$ cat src/two_wire_pkg.sv
// constants, register map and types of the two-wire serial channel
package two_wire_pkg;

  // ==========================================================================
  // bus and register map (printed offsets are word indexes)
  localparam int          ADDR_W          = 18;
  localparam logic [15:0] MODE_IDX        = 16'hff60;
  localparam logic [15:0] BUS_CTRL_IDX    = 16'hff61;
  localparam logic [15:0] TIMING_IDX      = 16'hff63;
  localparam logic [15:0] SHIFT_IDX       = 16'hff64;
  localparam logic [15:0] SLAVE_ADDR_IDX  = 16'hff65;
  localparam logic [15:0] STATUS_IDX      = 16'hff66;
  localparam logic [15:0] PORT_IDX        = 16'hff67;
  localparam logic [17:0] MODE_ADDR       = {MODE_IDX, 2'b00};
  localparam logic [17:0] BUS_CTRL_ADDR   = {BUS_CTRL_IDX, 2'b00};
  localparam logic [17:0] TIMING_ADDR     = {TIMING_IDX, 2'b00};
  localparam logic [17:0] SHIFT_ADDR      = {SHIFT_IDX, 2'b00};
  localparam logic [17:0] SLAVE_ADDR_ADDR = {SLAVE_ADDR_IDX, 2'b00};
  localparam logic [17:0] STATUS_ADDR     = {STATUS_IDX, 2'b00};
  localparam logic [17:0] PORT_ADDR       = {PORT_IDX, 2'b00};

  // ==========================================================================
  // field positions
  localparam int MODE_ENABLE_BIT  = 7;
  localparam int MODE_MATCH_BIT   = 6;
  localparam int MODE_WAKE_BIT    = 5;
  localparam int MODE_SEL_HI_BIT  = 4;
  localparam int MODE_SEL_LO_BIT  = 3;
  localparam int MODE_PIN_A_BIT   = 2;
  localparam int MODE_INT_CLK_BIT = 1;
  localparam int BUS_ACK_BIT      = 4;
  localparam int BUS_START_BIT    = 3;
  localparam int BUS_STOP_BIT     = 2;
  localparam int BUS_CMD_BIT      = 1;
  localparam int BUS_REL_BIT      = 0;
  localparam int TIMING_LEVEL_BIT = 6;
  localparam int TIMING_SRC_BIT   = 5;
  localparam int STATUS_FLAG_BIT  = 0;
  localparam int PORT_LATCH_BIT   = 0;

  // ==========================================================================
  // reset values and masks
  localparam logic [7:0] MODE_RESET       = 8'h00;
  localparam logic [7:0] TIMING_RESET     = 8'h00;
  localparam logic [7:0] SHIFT_RESET      = 8'h00;
  localparam logic [7:0] SLAVE_ADDR_RESET = 8'h00;
  localparam logic       PORT_RESET       = 1'b1;
  localparam logic [7:0] MODE_WR_MASK     = 8'hbf;
  localparam logic [7:0] TIMING_WR_MASK   = 8'h3f;

  // ==========================================================================
  // timing and pins
  localparam int         CLK_PERIOD_NS   = 25;
  localparam int         SCK_HALF_NS     = 2500;
  localparam logic [7:0] SCK_HALF_CYCLES = 8'(SCK_HALF_NS / CLK_PERIOD_NS);
  localparam logic [3:0] LAST_BIT        = 4'h7;
  localparam int         NUM_PINS        = 3;
  localparam int         PIN_SCL         = 0;
  localparam int         PIN_SDA_A       = 1;
  localparam int         PIN_SDA_B       = 2;

  typedef enum logic {ST_IDLE, ST_SHIFT} xfer_state_type;

endpackage : two_wire_pkg

$ cat src/pin_sync.sv
// three-stage pin synchroniser with debounced level and edge pulses
`timescale 1ns/1ps
module pin_sync (
  input  wire logic clk,
  input  wire logic rst_n,
  input  wire logic din,
  output logic      level,
  output logic      rise,
  output logic      fall
);
  logic s1_ff, s2_ff, s3_ff;

  // ==========================================================================
  // sampling chain; idle bus lines are pulled high
  always_ff @(posedge clk or negedge rst_n) begin
    if (!rst_n) begin
      s1_ff <= 1'b1;
      s2_ff <= 1'b1;
      s3_ff <= 1'b1;
    end else begin
      s1_ff <= din;
      s2_ff <= s1_ff;
      s3_ff <= s2_ff;
    end
  end

  // a change counts only once the second and third stages agree
  always_ff @(posedge clk or negedge rst_n) begin
    if (!rst_n) begin
      level <= 1'b1;
      rise  <= 1'b0;
      fall  <= 1'b0;
    end else begin
      rise <= (s2_ff == s3_ff) && s3_ff && !level;
      fall <= (s2_ff == s3_ff) && !s3_ff && level;
      if (s2_ff == s3_ff) begin
        level <= s3_ff;
      end
    end
  end

endmodule : pin_sync

$ cat src/two_wire_serial_channel.sv
// two-wire serial channel: apb registers, byte shifter, bus conditions
//
// Functional notes
// - match flag is read-only, set when slave address equals shift data, reads zero while disabled
// - writing release trigger sets output latch, bit reads back zero
// - writing command trigger clears output latch, bit reads back zero
// - both triggers have no effect and read zero while disabled
// - source select: interrupt on transfer end (0) or bus release (1)
// - clock pin level is readable, reads zero while disabled
// - bytes are eight bits; shift-out happens on serial clock falling edge
// - output latch drives selected data pin, most significant bit first
// - received bit is captured into shift register on rising edge
// - after eight bits shifting halts and, with transfer-end source (0) selected, interrupt flag is set
// - shift write starts only when enabled and idle, with internal clock selected or clock pin high
// - shift write before enabling starts no transfer
// - with wake-up on, transfer-end interrupt only when received address matches
// - only master issues conditions; slave detects start and stop
// - receiver of a byte drives the acknowledge bit
// - seven bits after start form the address compared with slave address
`timescale 1ns/1ps
module two_wire_serial_channel
  import two_wire_pkg::*;
(
  input  wire logic                     clk,
  input  wire logic                     rst_n,
  input  wire logic                     psel,
  input  wire logic                     penable,
  input  wire logic                     pwrite,
  input  wire logic [two_wire_pkg::ADDR_W-1:0] paddr,
  input  wire logic [31:0]              pwdata,
  output logic      [31:0]              prdata,
  output logic                          pready,
  output logic                          pslverr,
  input  wire logic                     serial_clock_pin_sense,
  output logic                          serial_clock_pin_value,
  output logic                          serial_clock_pin_oe,
  input  wire logic                     data_pin_a_sense,
  output logic                          data_pin_a_value,
  output logic                          data_pin_a_oe,
  input  wire logic                     data_pin_b_sense,
  output logic                          data_pin_b_value,
  output logic                          data_pin_b_oe,
  output logic                          channel_interrupt_request
);
  import two_wire_pkg::*;

  logic                 rst_meta_ff, rst_sync_n_ff;
  logic [NUM_PINS-1:0]  pin_raw, pin_lvl, pin_rise, pin_fall;
  logic [7:0]           mode_ff, timing_ff, shift_ff, sva_ff, nxt_shift;
  logic [7:0]           sck_div_ff;
  logic [3:0]           bit_cnt_ff;
  logic [7:0]           rd_val;
  logic                 rd_hit, pready_ff, pslverr_ff, pin_low_ff;
  logic                 port_latch_ff, irq_flag_ff, so_latch_ff, ack_drive_ff;
  logic                 start_ff, stop_ff, sck_int_ff;
  logic                 scl_oe_ff, sda_a_oe_ff, sda_b_oe_ff;
  logic [31:0]          prdata_ff;
  xfer_state_type       state_ff;
  logic                 enable, wake, int_clk, pin_a_sel, two_wire_mode;
  logic                 sda_level, sda_rise, sda_fall, scl_level;
  logic                 scl_rise, scl_fall, done, wr_en, start_xfer;
  logic                 shifting, xfer_done, addr_match, sda_low, stop_set;

  // ==========================================================================
  // reset release
  always_ff @(posedge clk or negedge rst_n) begin
    if (!rst_n) begin
      rst_meta_ff   <= 1'b0;
      rst_sync_n_ff <= 1'b0;
    end else begin
      rst_meta_ff   <= 1'b1;
      rst_sync_n_ff <= rst_meta_ff;
    end
  end

  // ==========================================================================
  // pin sampling
  assign pin_raw = {data_pin_b_sense, data_pin_a_sense, serial_clock_pin_sense};

  genvar gi;
  generate
    for (gi = 0; gi < NUM_PINS; gi++) begin : g_sync
      pin_sync u_sync (
        .clk   (clk),
        .rst_n (rst_sync_n_ff),
        .din   (pin_raw[gi]),
        .level (pin_lvl[gi]),
        .rise  (pin_rise[gi]),
        .fall  (pin_fall[gi])
      );
    end
  endgenerate

  assign enable        = mode_ff[MODE_ENABLE_BIT];
  assign wake          = mode_ff[MODE_WAKE_BIT];
  assign int_clk       = mode_ff[MODE_INT_CLK_BIT];
  assign pin_a_sel     = mode_ff[MODE_PIN_A_BIT];
  assign two_wire_mode = mode_ff[MODE_SEL_HI_BIT] & mode_ff[MODE_SEL_LO_BIT];
  assign scl_level     = pin_lvl[PIN_SCL];
  assign scl_rise      = pin_rise[PIN_SCL];
  assign scl_fall      = pin_fall[PIN_SCL];
  assign sda_level = pin_a_sel ? pin_lvl[PIN_SDA_A]  : pin_lvl[PIN_SDA_B];
  assign sda_rise  = pin_a_sel ? pin_rise[PIN_SDA_A] : pin_rise[PIN_SDA_B];
  assign sda_fall  = pin_a_sel ? pin_fall[PIN_SDA_A] : pin_fall[PIN_SDA_B];

  // ==========================================================================
  // apb slave: one wait state, unmapped addresses answer with pslverr
  assign done  = psel & penable & pready_ff;
  assign wr_en = done & pwrite;

  always_comb begin
    rd_hit = 1'b1;
    rd_val = 8'h00;
    if (paddr == MODE_ADDR) begin
      rd_val = mode_ff;
      rd_val[MODE_MATCH_BIT] = enable && (shift_ff == sva_ff);
    end else if (paddr == BUS_CTRL_ADDR) begin
      // trigger bits self-clear, so they always read zero
      rd_val = {3'h0, ack_drive_ff, start_ff, stop_ff, 2'h0};
    end else if (paddr == TIMING_ADDR) begin
      rd_val = timing_ff;
      rd_val[TIMING_LEVEL_BIT] = enable && scl_level;
    end else if (paddr == SHIFT_ADDR) begin
      rd_val = shift_ff;
    end else if (paddr == SLAVE_ADDR_ADDR) begin
      rd_val = sva_ff;
    end else if (paddr == STATUS_ADDR) begin
      rd_val = {7'h00, irq_flag_ff};
    end else if (paddr == PORT_ADDR) begin
      rd_val = {7'h00, port_latch_ff};
    end else begin
      rd_hit = 1'b0;
    end
  end

  always_ff @(posedge clk or negedge rst_sync_n_ff) begin
    if (!rst_sync_n_ff) begin
      pready_ff  <= 1'b0;
      pslverr_ff <= 1'b0;
      prdata_ff  <= 32'h0000_0000;
    end else begin
      pready_ff  <= psel & penable & !pready_ff;
      pslverr_ff <= psel & penable & !pready_ff & !rd_hit;
      if (psel & penable & !pready_ff) begin
        prdata_ff <= pwrite ? 32'h0000_0000 : {24'h00_0000, rd_val};
      end
    end
  end

  // ==========================================================================
  // software registers
  always_ff @(posedge clk or negedge rst_sync_n_ff) begin
    if (!rst_sync_n_ff) begin
      mode_ff       <= MODE_RESET;
      timing_ff     <= TIMING_RESET;
      sva_ff        <= SLAVE_ADDR_RESET;
      port_latch_ff <= PORT_RESET;
    end else if (wr_en) begin
      if (paddr == MODE_ADDR) begin
        mode_ff <= pwdata[7:0] & MODE_WR_MASK;
      end else if (paddr == TIMING_ADDR) begin
        timing_ff <= pwdata[7:0] & TIMING_WR_MASK;
      end else if (paddr == SLAVE_ADDR_ADDR) begin
        sva_ff <= pwdata[7:0];
      end else if (paddr == PORT_ADDR) begin
        port_latch_ff <= pwdata[PORT_LATCH_BIT];
      end
    end
  end

  // ==========================================================================
  // transfer control
  // a write while the channel is off only loads the data; enabling later
  // does not launch it
  assign start_xfer = wr_en && (paddr == SHIFT_ADDR) && enable &&
                      (state_ff == ST_IDLE) && (int_clk || scl_level);
  assign shifting   = (state_ff == ST_SHIFT);
  assign xfer_done  = shifting && scl_rise && (bit_cnt_ff == LAST_BIT);
  assign nxt_shift  = {shift_ff[6:0], sda_level};
  // the eighth bit is the direction bit; only the seven ahead of it count
  assign addr_match = (nxt_shift[7:1] == sva_ff[7:1]);
  assign stop_set   = enable && scl_level && sda_rise;

  always_ff @(posedge clk or negedge rst_sync_n_ff) begin
    if (!rst_sync_n_ff) begin
      state_ff   <= ST_IDLE;
      bit_cnt_ff <= 4'h0;
    end else begin
      case (state_ff)
        ST_IDLE: begin
          bit_cnt_ff <= 4'h0;
          if (start_xfer) begin
            state_ff <= ST_SHIFT;
          end
        end
        ST_SHIFT: begin
          if (!enable || xfer_done) begin
            state_ff <= ST_IDLE;
          end else if (scl_rise) begin
            bit_cnt_ff <= bit_cnt_ff + 4'h1;
          end
        end
        default: state_ff <= ST_IDLE;
      endcase
    end
  end

  // data is frozen during a byte so a stray write cannot corrupt it
  always_ff @(posedge clk or negedge rst_sync_n_ff) begin
    if (!rst_sync_n_ff) begin
      shift_ff <= SHIFT_RESET;
    end else if (shifting) begin
      if (scl_rise) begin
        shift_ff <= nxt_shift;
      end
    end else if (wr_en && (paddr == SHIFT_ADDR)) begin
      shift_ff <= pwdata[7:0];
    end
  end

  // ==========================================================================
  // output latch; wake-up keeps the data output released except for a software acknowledge
  always_ff @(posedge clk or negedge rst_sync_n_ff) begin
    if (!rst_sync_n_ff) begin
      so_latch_ff <= 1'b1;
    end else if (start_xfer) begin
      so_latch_ff <= pwdata[7] | wake;
    end else if (shifting && scl_fall) begin
      so_latch_ff <= shift_ff[7] | wake;
    end else if (wr_en && (paddr == BUS_CTRL_ADDR) && enable) begin
      if (pwdata[BUS_CMD_BIT]) begin
        so_latch_ff <= 1'b0;
      end else if (pwdata[BUS_REL_BIT]) begin
        so_latch_ff <= 1'b1;
      end
    end
  end

  // software acknowledge: holds data low until the next clock fall
  always_ff @(posedge clk or negedge rst_sync_n_ff) begin
    if (!rst_sync_n_ff) begin
      ack_drive_ff <= 1'b0;
    end else if (!enable) begin
      ack_drive_ff <= 1'b0;
    end else if (wr_en && (paddr == BUS_CTRL_ADDR) && pwdata[BUS_ACK_BIT]) begin
      ack_drive_ff <= 1'b1;
    end else if (scl_fall) begin
      ack_drive_ff <= 1'b0;
    end
  end

  // ==========================================================================
  // start and stop detection; detection wins over a same-cycle clear
  always_ff @(posedge clk or negedge rst_sync_n_ff) begin
    if (!rst_sync_n_ff) begin
      start_ff <= 1'b0;
      stop_ff  <= 1'b0;
    end else if (!enable) begin
      start_ff <= 1'b0;
      stop_ff  <= 1'b0;
    end else begin
      if (start_xfer) begin
        start_ff <= 1'b0;
        stop_ff  <= 1'b0;
      end
      if (xfer_done && wake && start_ff && !addr_match) begin
        stop_ff <= 1'b0;
      end
      if (scl_level && sda_fall) begin
        start_ff <= 1'b1;
      end
      if (stop_set) begin
        stop_ff  <= 1'b1;
        start_ff <= 1'b0;
      end
    end
  end

  // ==========================================================================
  // interrupt flag; software clears by writing one, a new event wins
  always_ff @(posedge clk or negedge rst_sync_n_ff) begin
    if (!rst_sync_n_ff) begin
      irq_flag_ff <= 1'b0;
    end else if (!timing_ff[TIMING_SRC_BIT] && xfer_done &&
                 (!wake || (start_ff && addr_match))) begin
      irq_flag_ff <= 1'b1;
    end else if (timing_ff[TIMING_SRC_BIT] && stop_set) begin
      irq_flag_ff <= 1'b1;
    end else if (wr_en && (paddr == STATUS_ADDR) &&
                 pwdata[STATUS_FLAG_BIT]) begin
      irq_flag_ff <= 1'b0;
    end
  end

  // ==========================================================================
  // internal serial clock: eight low/high periods, idles high
  always_ff @(posedge clk or negedge rst_sync_n_ff) begin
    if (!rst_sync_n_ff) begin
      sck_div_ff <= 8'h00;
      sck_int_ff <= 1'b1;
    end else if (!(shifting && int_clk)) begin
      sck_div_ff <= 8'h00;
      sck_int_ff <= 1'b1;
    end else if (sck_div_ff == SCK_HALF_CYCLES - 8'h01) begin
      sck_div_ff <= 8'h00;
      sck_int_ff <= !sck_int_ff;
    end else begin
      sck_div_ff <= sck_div_ff + 8'h01;
    end
  end

  // ==========================================================================
  // open-drain pin drivers
  assign sda_low = (!so_latch_ff && !wake) || ack_drive_ff;

  always_ff @(posedge clk or negedge rst_sync_n_ff) begin
    if (!rst_sync_n_ff) begin
      scl_oe_ff   <= 1'b0;
      sda_a_oe_ff <= 1'b0;
      sda_b_oe_ff <= 1'b0;
      pin_low_ff  <= 1'b0;
    end else begin
      scl_oe_ff   <= enable && two_wire_mode && int_clk &&
                     (!sck_int_ff || !port_latch_ff);
      sda_a_oe_ff <= enable && two_wire_mode && pin_a_sel && sda_low;
      sda_b_oe_ff <= enable && two_wire_mode && !pin_a_sel && sda_low;
      pin_low_ff  <= 1'b0;
    end
  end

  assign prdata                    = prdata_ff;
  assign pready                    = pready_ff;
  assign pslverr                   = pslverr_ff;
  assign serial_clock_pin_value    = pin_low_ff;
  assign serial_clock_pin_oe       = scl_oe_ff;
  assign data_pin_a_value          = pin_low_ff;
  assign data_pin_a_oe             = sda_a_oe_ff;
  assign data_pin_b_value          = pin_low_ff;
  assign data_pin_b_oe             = sda_b_oe_ff;
  assign channel_interrupt_request = irq_flag_ff;
endmodule : two_wire_serial_channel

$ cat config.mk
export PLATFORM = sky130hd
export DESIGN_NAME = two_wire_serial_channel
export DESIGN_NICKNAME = d
export VERILOG_FILES = /design/src/two_wire_pkg.sv /design/src/pin_sync.sv /design/src/two_wire_serial_channel.sv
export SDC_FILE = /design/constraint.sdc
export NUM_CORES = 1
export LEC_CHECK = 0
export ABC_AREA = 1
export BUFFER_PORTS_ARGS = -buffer_cell sky130_fd_sc_hd__buf_2
export CORE_UTILIZATION = 55
export DETAILED_ROUTE_END_ITERATION = 16
export PLACE_DENSITY = 0.81
export SYNTH_ARGS = -nofsm -noshare
export SYNTH_HDL_FRONTEND = slang
export SYNTH_SLANG_ARGS = --single-unit
$ cat constraint.sdc
create_clock -name clk -period 5.4 [get_ports clk]
set_input_delay 0.27 -clock clk [delete_from_list [all_inputs] [get_ports clk]]
set_output_delay 0.27 -clock clk [all_outputs]
set_load 0.01 [all_outputs]
==> impl_metrics.toml, run 1 <==
[placed_design]
portBuffers = 47
hpwl_mm = 7.05
place.gp.congestion = 0.931

[synth]
yosys_warnings = 0
ys_seq_area_share_pct = 46.4
synthFlopType = "dfrtp_1"
synth-edff-count = 0
synthCells = 568
avgSynthCellArea_um2 = 7.86
synth-seq-cells = 82
ys_types = 40
synth-async-reset-ratio_pct = 100
syn_area_mm2 = 0.00447

[worst_setup_path]
worstSetupPathType = "reg -> reg"
worstPathMaxFanout = 25
cp-start-kind = "register"
worst_setup_path_end_kind = "register"
max_stage_delay_ps = 890
required_ps = 5630
cp_slowest_cell = "dfrtp_1"
path_cells = "nand2_1 > inv_1 > nand3_1 > nand2_1 > nor2_2 > inv_1 > nand3_1 > o31ai_1"
arrival_ps = 2360

[routing]
ant_nets = 0
wl_per_cell_um = 13.2
drc = 0
drtIter0Drc = 331
dr.pass1.iters = 5
finalWirelength_mm = 9.63
routed_via_density = 5.25
via_count = 3815

[sta]
max_freq_ghz = 0.470
fin_crit_sh_pct = 39.4
finalHoldViolations = 0
rsz0062_at_grt = "no"
finalSetupTns_ps = 0
slew_violations = 0
worst_pin_slew_ps = 1020
final-setup-viol-count = 0
fin_skew_ps = 14.8
max-slew-margin-rel_pct = 32.3
period_needed_ps = 2130

[hold_path]
hold_class = "in -> reg"

[die]
die_w_um = 92.1
dieArea_mm2 = 0.00848
pin_count = 99
rows = 32
die_h_um = 92.1
core_region_area_mm2 = 0.00781
start_util_pct = 57.2

[clock_tree]
cts_setup_buffers = 0
root_buffer = "clkbuf_8"
insertion_delay_ps = 360
h-tree-depth = 3
path_clk_slew_ps = 80
cts_sinks = 82
cts_made_buffers = 9
clockBufferDepth = 2
cts_tree = "done"

[power]
power_leakage_nw = 2.50
power.density_mw_per_mm2 = 244
ir_drop_mv = 0.164

[finish]
layout-drive-gt1-share_pct = 16.5
nFillCells = 665
area_delta_synth_final_pct = 10.4
antenna_cells = 0
nets = 686
post-route-util_pct = 63.1

[global_route]
grt_use_total_pct = 24.3
overflow = 0
antenna_found_initial = 0
grt_pass1_vias = 3584
grt_max_degree = 81
grt_first_pass_wirelength_mm = 16.2

[flow_run]
cap_violations = 0

[run_status]
status = "complete, no violations"
per-layer routing:
layer	GRT usage [%]	part of all wire, %	vias to the layer above	wire length (µm)
met5	0	0	-	0
met4	14.8	3.9	0	372
met3	3.07	4.5	28	435
met2	38.8	47	144	4530
met1	31.6	45	1785	4290
li1	-	-	1858	-
cell usage in the layout, fill, tap and decap left out, types with 7 or more instances in the layout:
cell type    n
a21oi_1     14
buf_2       47
clkbuf_8     9
conb_1      28
dfrtp_1     66
dfstp_2     15
ha_1         8
inv_1       77
nand2_1    145
nand3_1     32
nand4_1      8
nor2_1      45
nor2_2       7
nor3_1       9
o21ai_0     45
o21ai_1     15
xnor2_1      8
cells by family (layout without fill, tap and decap cells):
group | count (synthesis) | in the layout | synth area share (%)
other | 2 | 28 | 0.168
and+or+nand+nor | 260 | 260 | 25.7
buffers and inverters | 118 | 149 | 12.7
xor gates and xnor gates | 8 | 8 | 1.57
DFF | 82 | 82 | 46.4
adders and majority gates | 8 | 8 | 2.24
AOI/OAI and AO/OA | 90 | 90 | 11.3
metrics by stage:
| stage | area (µm²) | std cells | hold slack [ps] | setup slack (ps) | total power (W) |
|---|---|---|---|---|---|
| after floorplan | 4560 | 594 | -25.6 | 2970 | 0.000706 |
| after global placement | 4670 | 707 | 55.0 | 3450 | 0.000716 |
| after detailed placement | 4670 | 707 | 56.1 | 3340 | 0.000720 |
| after CTS | 4930 | 727 | 146 | 3320 | 0.00121 |
| after global routing | 4930 | 727 | 170 | 3130 | 0.00125 |
| final | 4930 | 727 | 153 | 3270 | 0.00120 |
worst max-delay path, delay by kind of cell, from the launching register on:
kind | cells | cell delay (ps)
DFF | 1 | 890
buffers and inverters | 2 | 230
and+or+nand+nor | 5 | 750
AOI/OAI and AO/OA | 1 | 130
cell usage after synthesis (8+ instances only):
cell type | n | share of area [%]
nor3_1 | 9 | 1.0
ha_1 | 8 | 2.2
buf_4 | 28 | 4.7
xnor2_1 | 8 | 1.6
nand3_1 | 32 | 3.6
nand2_1 | 145 | 12
dfstp_2 | 15 | 8.8
nand4_1 | 8 | 1.1
inv_1 | 77 | 6.5
dfrtp_1 | 67 | 38
o21ai_1 | 15 | 1.7
nor2_1 | 45 | 3.8
o21ai_0 | 45 | 5.0
a21oi_1 | 14 | 1.6
worst paths after layout:
check,start,endpoint,slack (ps),depth (start not counted)
max,shifting,bit_cnt_ff[0],3270,8
min,pwdata[6],sva_ff[6],150,3
max reg2reg,shifting,bit_cnt_ff[0],3270,8
max in group asynchronous,rst_sync_n_ff,timing_ff[0],4220,0
min in group asynchronous,rst_n,rst_sync_n_ff,210,2
min reg2reg,rst_meta_ff,rst_sync_n_ff,360,0
area by class of cell:
class	count	area (µm²)	area share, %
Multi-Input combinational cell	394	1930	39.1
Clock inverter	6	90.1	1.83
Clock buffer	10	128	2.59
Inverter	82	308	6.24
Tap cell	102	128	2.59
Timing Repair Buffer	51	275	5.58
Sequential cell	82	2070	42.1
registers in the layout (all words and copies together), names as in the netlist, 3 cells and up:
name	flops
g_sync.u_sync.rise	3
g_sync.u_sync.fall	3
sck_div_ff	8
g_sync.u_sync.s2_ff	3
g_sync.u_sync.s1_ff	3
bit_cnt_ff	4
g_sync.u_sync.level	3
g_sync.u_sync.s3_ff	3
prdata	8
shift_ff	8
timing_ff	6
mode_ff	7
sva_ff	8
power breakdown:
group | leakage [nW] | switching, W | internal (W)
Sequential | 1.05 | 0.0000188 | 0.000630
Combinational | 1.35 | 0.0000397 | 0.0000221
Clock | 0.107 | 0.000228 | 0.000262
Total | 2.50 | 0.000287 | 0.000914
timing repair:
item	in CTS	in global routing
hold buffers	4	0
resized for setup	0	0
hold endpoints to repair	5	0
(Power assumes the default switching activity.)
==> run 2, diff against run 1 <==
- ABC_AREA: 1 -> 0
- CORE_UTILIZATION: 55 -> 49
- PLACE_DENSITY: 0.81 -> 0.76
- clock period: 5.4 -> 1.7 ns (I/O delays scaled with it)
==> run 2 against run 1 <==
Net effect: non-clock buffer count is 29 higher; first-iteration DRC count decreased by 37%; sequential cell count unchanged; critical path type unchanged; largest cell class unchanged.
==> impl_metrics.toml, run 2 <==
[run_status]
status = "complete, no violations"

[synth]
synth_xor_xnor_area_share_pct = 4.69
syn_area_mm2 = 0.00430
synth-async-reset-ratio_pct = 100
synth-seq-cells = 82
synthMuxAreaShare_pct = 14.0
synth-compound-area-share_pct = 7.86
ys_types = 56
synth_top_family_by_area = "simple AND/OR/NAND/NOR gates"
ys_seq_area_share_pct = 48.2
synthSimpleGateAreaFrac_pct = 15.5
yosysTopAreaCell = "dfrtp_1"
yosys_warnings = 0
synth_top_cells_by_area = "dfrtp_1 (39%), dfstp_2 (9.2%), mux2_2 (8.9%)"
synth-edff-count = 0
synthFlopType = "dfrtp_1"
ys_top_cells_by_count = "dfrtp_1 (67), mux2_2 (34), buf_4 (27), nand2_1 (27), nor2_1 (22)"
avgSynthCellArea_um2 = 11.0
synth-adder-area-share_pct = 2.33
yosysMostFrequentCell = "dfrtp_1"
synth.top_cell.area_share_pct = 39.0
synthCells = 391

[die]
core_region_area_mm2 = 0.00834
rows = 33
pin_count = 99
die_w_um = 95.7
start_util_pct = 51.5
dieArea_mm2 = 0.00915
die_h_um = 95.7

[sta]
hold_slack_ps = 24.6
finalSetupTns_ps = 0
rsz0062_at_grt = "yes"
finalHoldViolations = 0
fin_skew_ps = 7.80
slew_violations = 0
max_freq_ghz = 0.611
period_needed_ps = 1640
fin_crit_sh_pct = 96.3
final-setup-viol-count = 0

[routing]
dr.pass1.iters = 4
drtIter0Drc = 210
via_count = 3153
finalWirelength_mm = 9.26
ant_nets = 0
routed_via_density = 5.44
wl_per_cell_um = 16.0
drc = 0

[clock_tree]
path_clk_slew_ps = 80
root_buffer = "clkbuf_8"
h-tree-depth = 3
cts_sinks = 82
clockBufferDepth = 2
cts_tree = "done"
insertion_delay_ps = 360
cts_made_buffers = 9

[finish]
final_common_cell = "dfrtp_1"
antenna_cells = 0
area_delta_synth_final_pct = 19.8
multi_input_area_mm2 = 0.00204
final_cell_mix = "dfrtp_1 (65), buf_2 (47), mux2_2 (34), conb_1 (28), nand2_1 (27)"
nFillCells = 665
nets = 536
layout-drive-gt1-share_pct = 34.7
ff_latch_area_mm2 = 0.00208
post-route-util_pct = 61.7

[hold_path]
hold_class = "in -> reg"

[global_route]
grt_use_total_pct = 21.7
use_met2_pct = 35.4
busiest_layer = "met2"
grt_use_met3_pct = 4.47
grt_max_degree = 44
gr-usage-met1_pct = 28.7
grt_pass1_vias = 3018
antenna_found_initial = 0
grt_first_pass_wirelength_mm = 14.8
overflow = 0

[worst_setup_path]
path_cells = "ha_2 > or4b_4 > nor3_4 > nand3b_1 > a21oi_1"
arrival_ps = 1880
worstSetupPathType = "reg -> reg"
max_stage_delay_ps = 470
cp-start-kind = "register"
cp_slowest_cell = "or4b_4"
worst_setup_path_end_kind = "register"
required_ps = 1940
worstPathMaxFanout = 7

[power]
ir_drop_mv = 0.461
switchingPower_w = 0.000939
switching_share_pct = 21.6
p_clk_share_pct = 45.9
power_leakage_nw = 2.45
power.internal_w = 0.00341
p_seq_share_pct = 47.5
power.total_w = 0.00434
comb_power_share_pct = 6.7
power.density_mw_per_mm2 = 844

[placed_design]
portBuffers = 47
hpwl_mm = 6.80
place.gp.congestion = 0.899

[flow_run]
cap_violations = 0
## run 2: area by class of cell
cell class	count	share of cell area, %
well taps	105	2.55
multi-input cells	281	39.7
clock buffers	9	2.41
flip-flops and latches	82	40.3
clock inverters	7	3.21
repair buffers	80	10.6
inverters	16	1.17
## run 2: cells by family after synthesis
family,Yosys count
other cells,2
mux,51
fa+ha+maj,8
xor+xnor,23
simple gates,120
buf+inv,54
flops,82
compound gates,51
## run 2: per-stage QoR
step	cell area [µm²]	std cells	setup slack (ps)
2_1_floorplan	4410	417	49.3
3_3_place_gp	4770	557	-15.0
3_5_place_dp	4770	557	-68.8
4_1_cts	5130	579	42.6
5_1_grt	5150	580	-29.6
6_report	5150	580	62.7
## run 2: timing repair
action,CTS,global route
endpoints found under the setup margin,7,10
buffers inserted,0,1
endpoints found under the hold margin,9,0
pin swaps,2,4
gates resized for setup,3,4
hold buffers,6,0
## run 2: final timing paths
kind / start / endpoint / slack (ps) / depth (start not counted)
setup / recovery: sck_div_ff[1] / sck_div_ff[7] / 60 / 5
hold / removal: pwdata[3] / mode_ff[3] / 20 / 2
setup reg to reg: sck_div_ff[1] / sck_div_ff[7] / 60 / 5
hold reg to reg: rst_sync_n_ff / g_sync[0].u_sync.rise / 230 / 0
max in group asynchronous: rst_sync_n_ff / port_latch_ff / 870 / 1
min in group asynchronous: rst_n / rst_sync_n_ff / 30 / 2
## run 2: critical path, delay by kind of cell (launching register included)
kind,cells,cell delay [ps]
DFF,1,380
and+or+nand+nor,3,880
AOI/OAI and AO/OA,1,80
adders and majority gates,1,180
## run 2: metal layers
layer / vias up / routed length (µm)
li1: 1470 / -
met1: 1532 / 4000
met2: 137 / 4440
met3: 14 / 659
met4: 0 / 160
met5: - / 0
## run 2: power by group through the flow
| stage | clock network (W) | registers (W) | logic [W] |
|---|---|---|---|
| floorplan | 0 | 0.00210 | 0.000193 |
| global placement | 0 | 0.00210 | 0.000268 |
| detailed placement | 0 | 0.00210 | 0.000277 |
| CTS | 0.00202 | 0.00206 | 0.000289 |
| global route | 0.00210 | 0.00207 | 0.000326 |
| finish | 0.00199 | 0.00206 | 0.000290 |
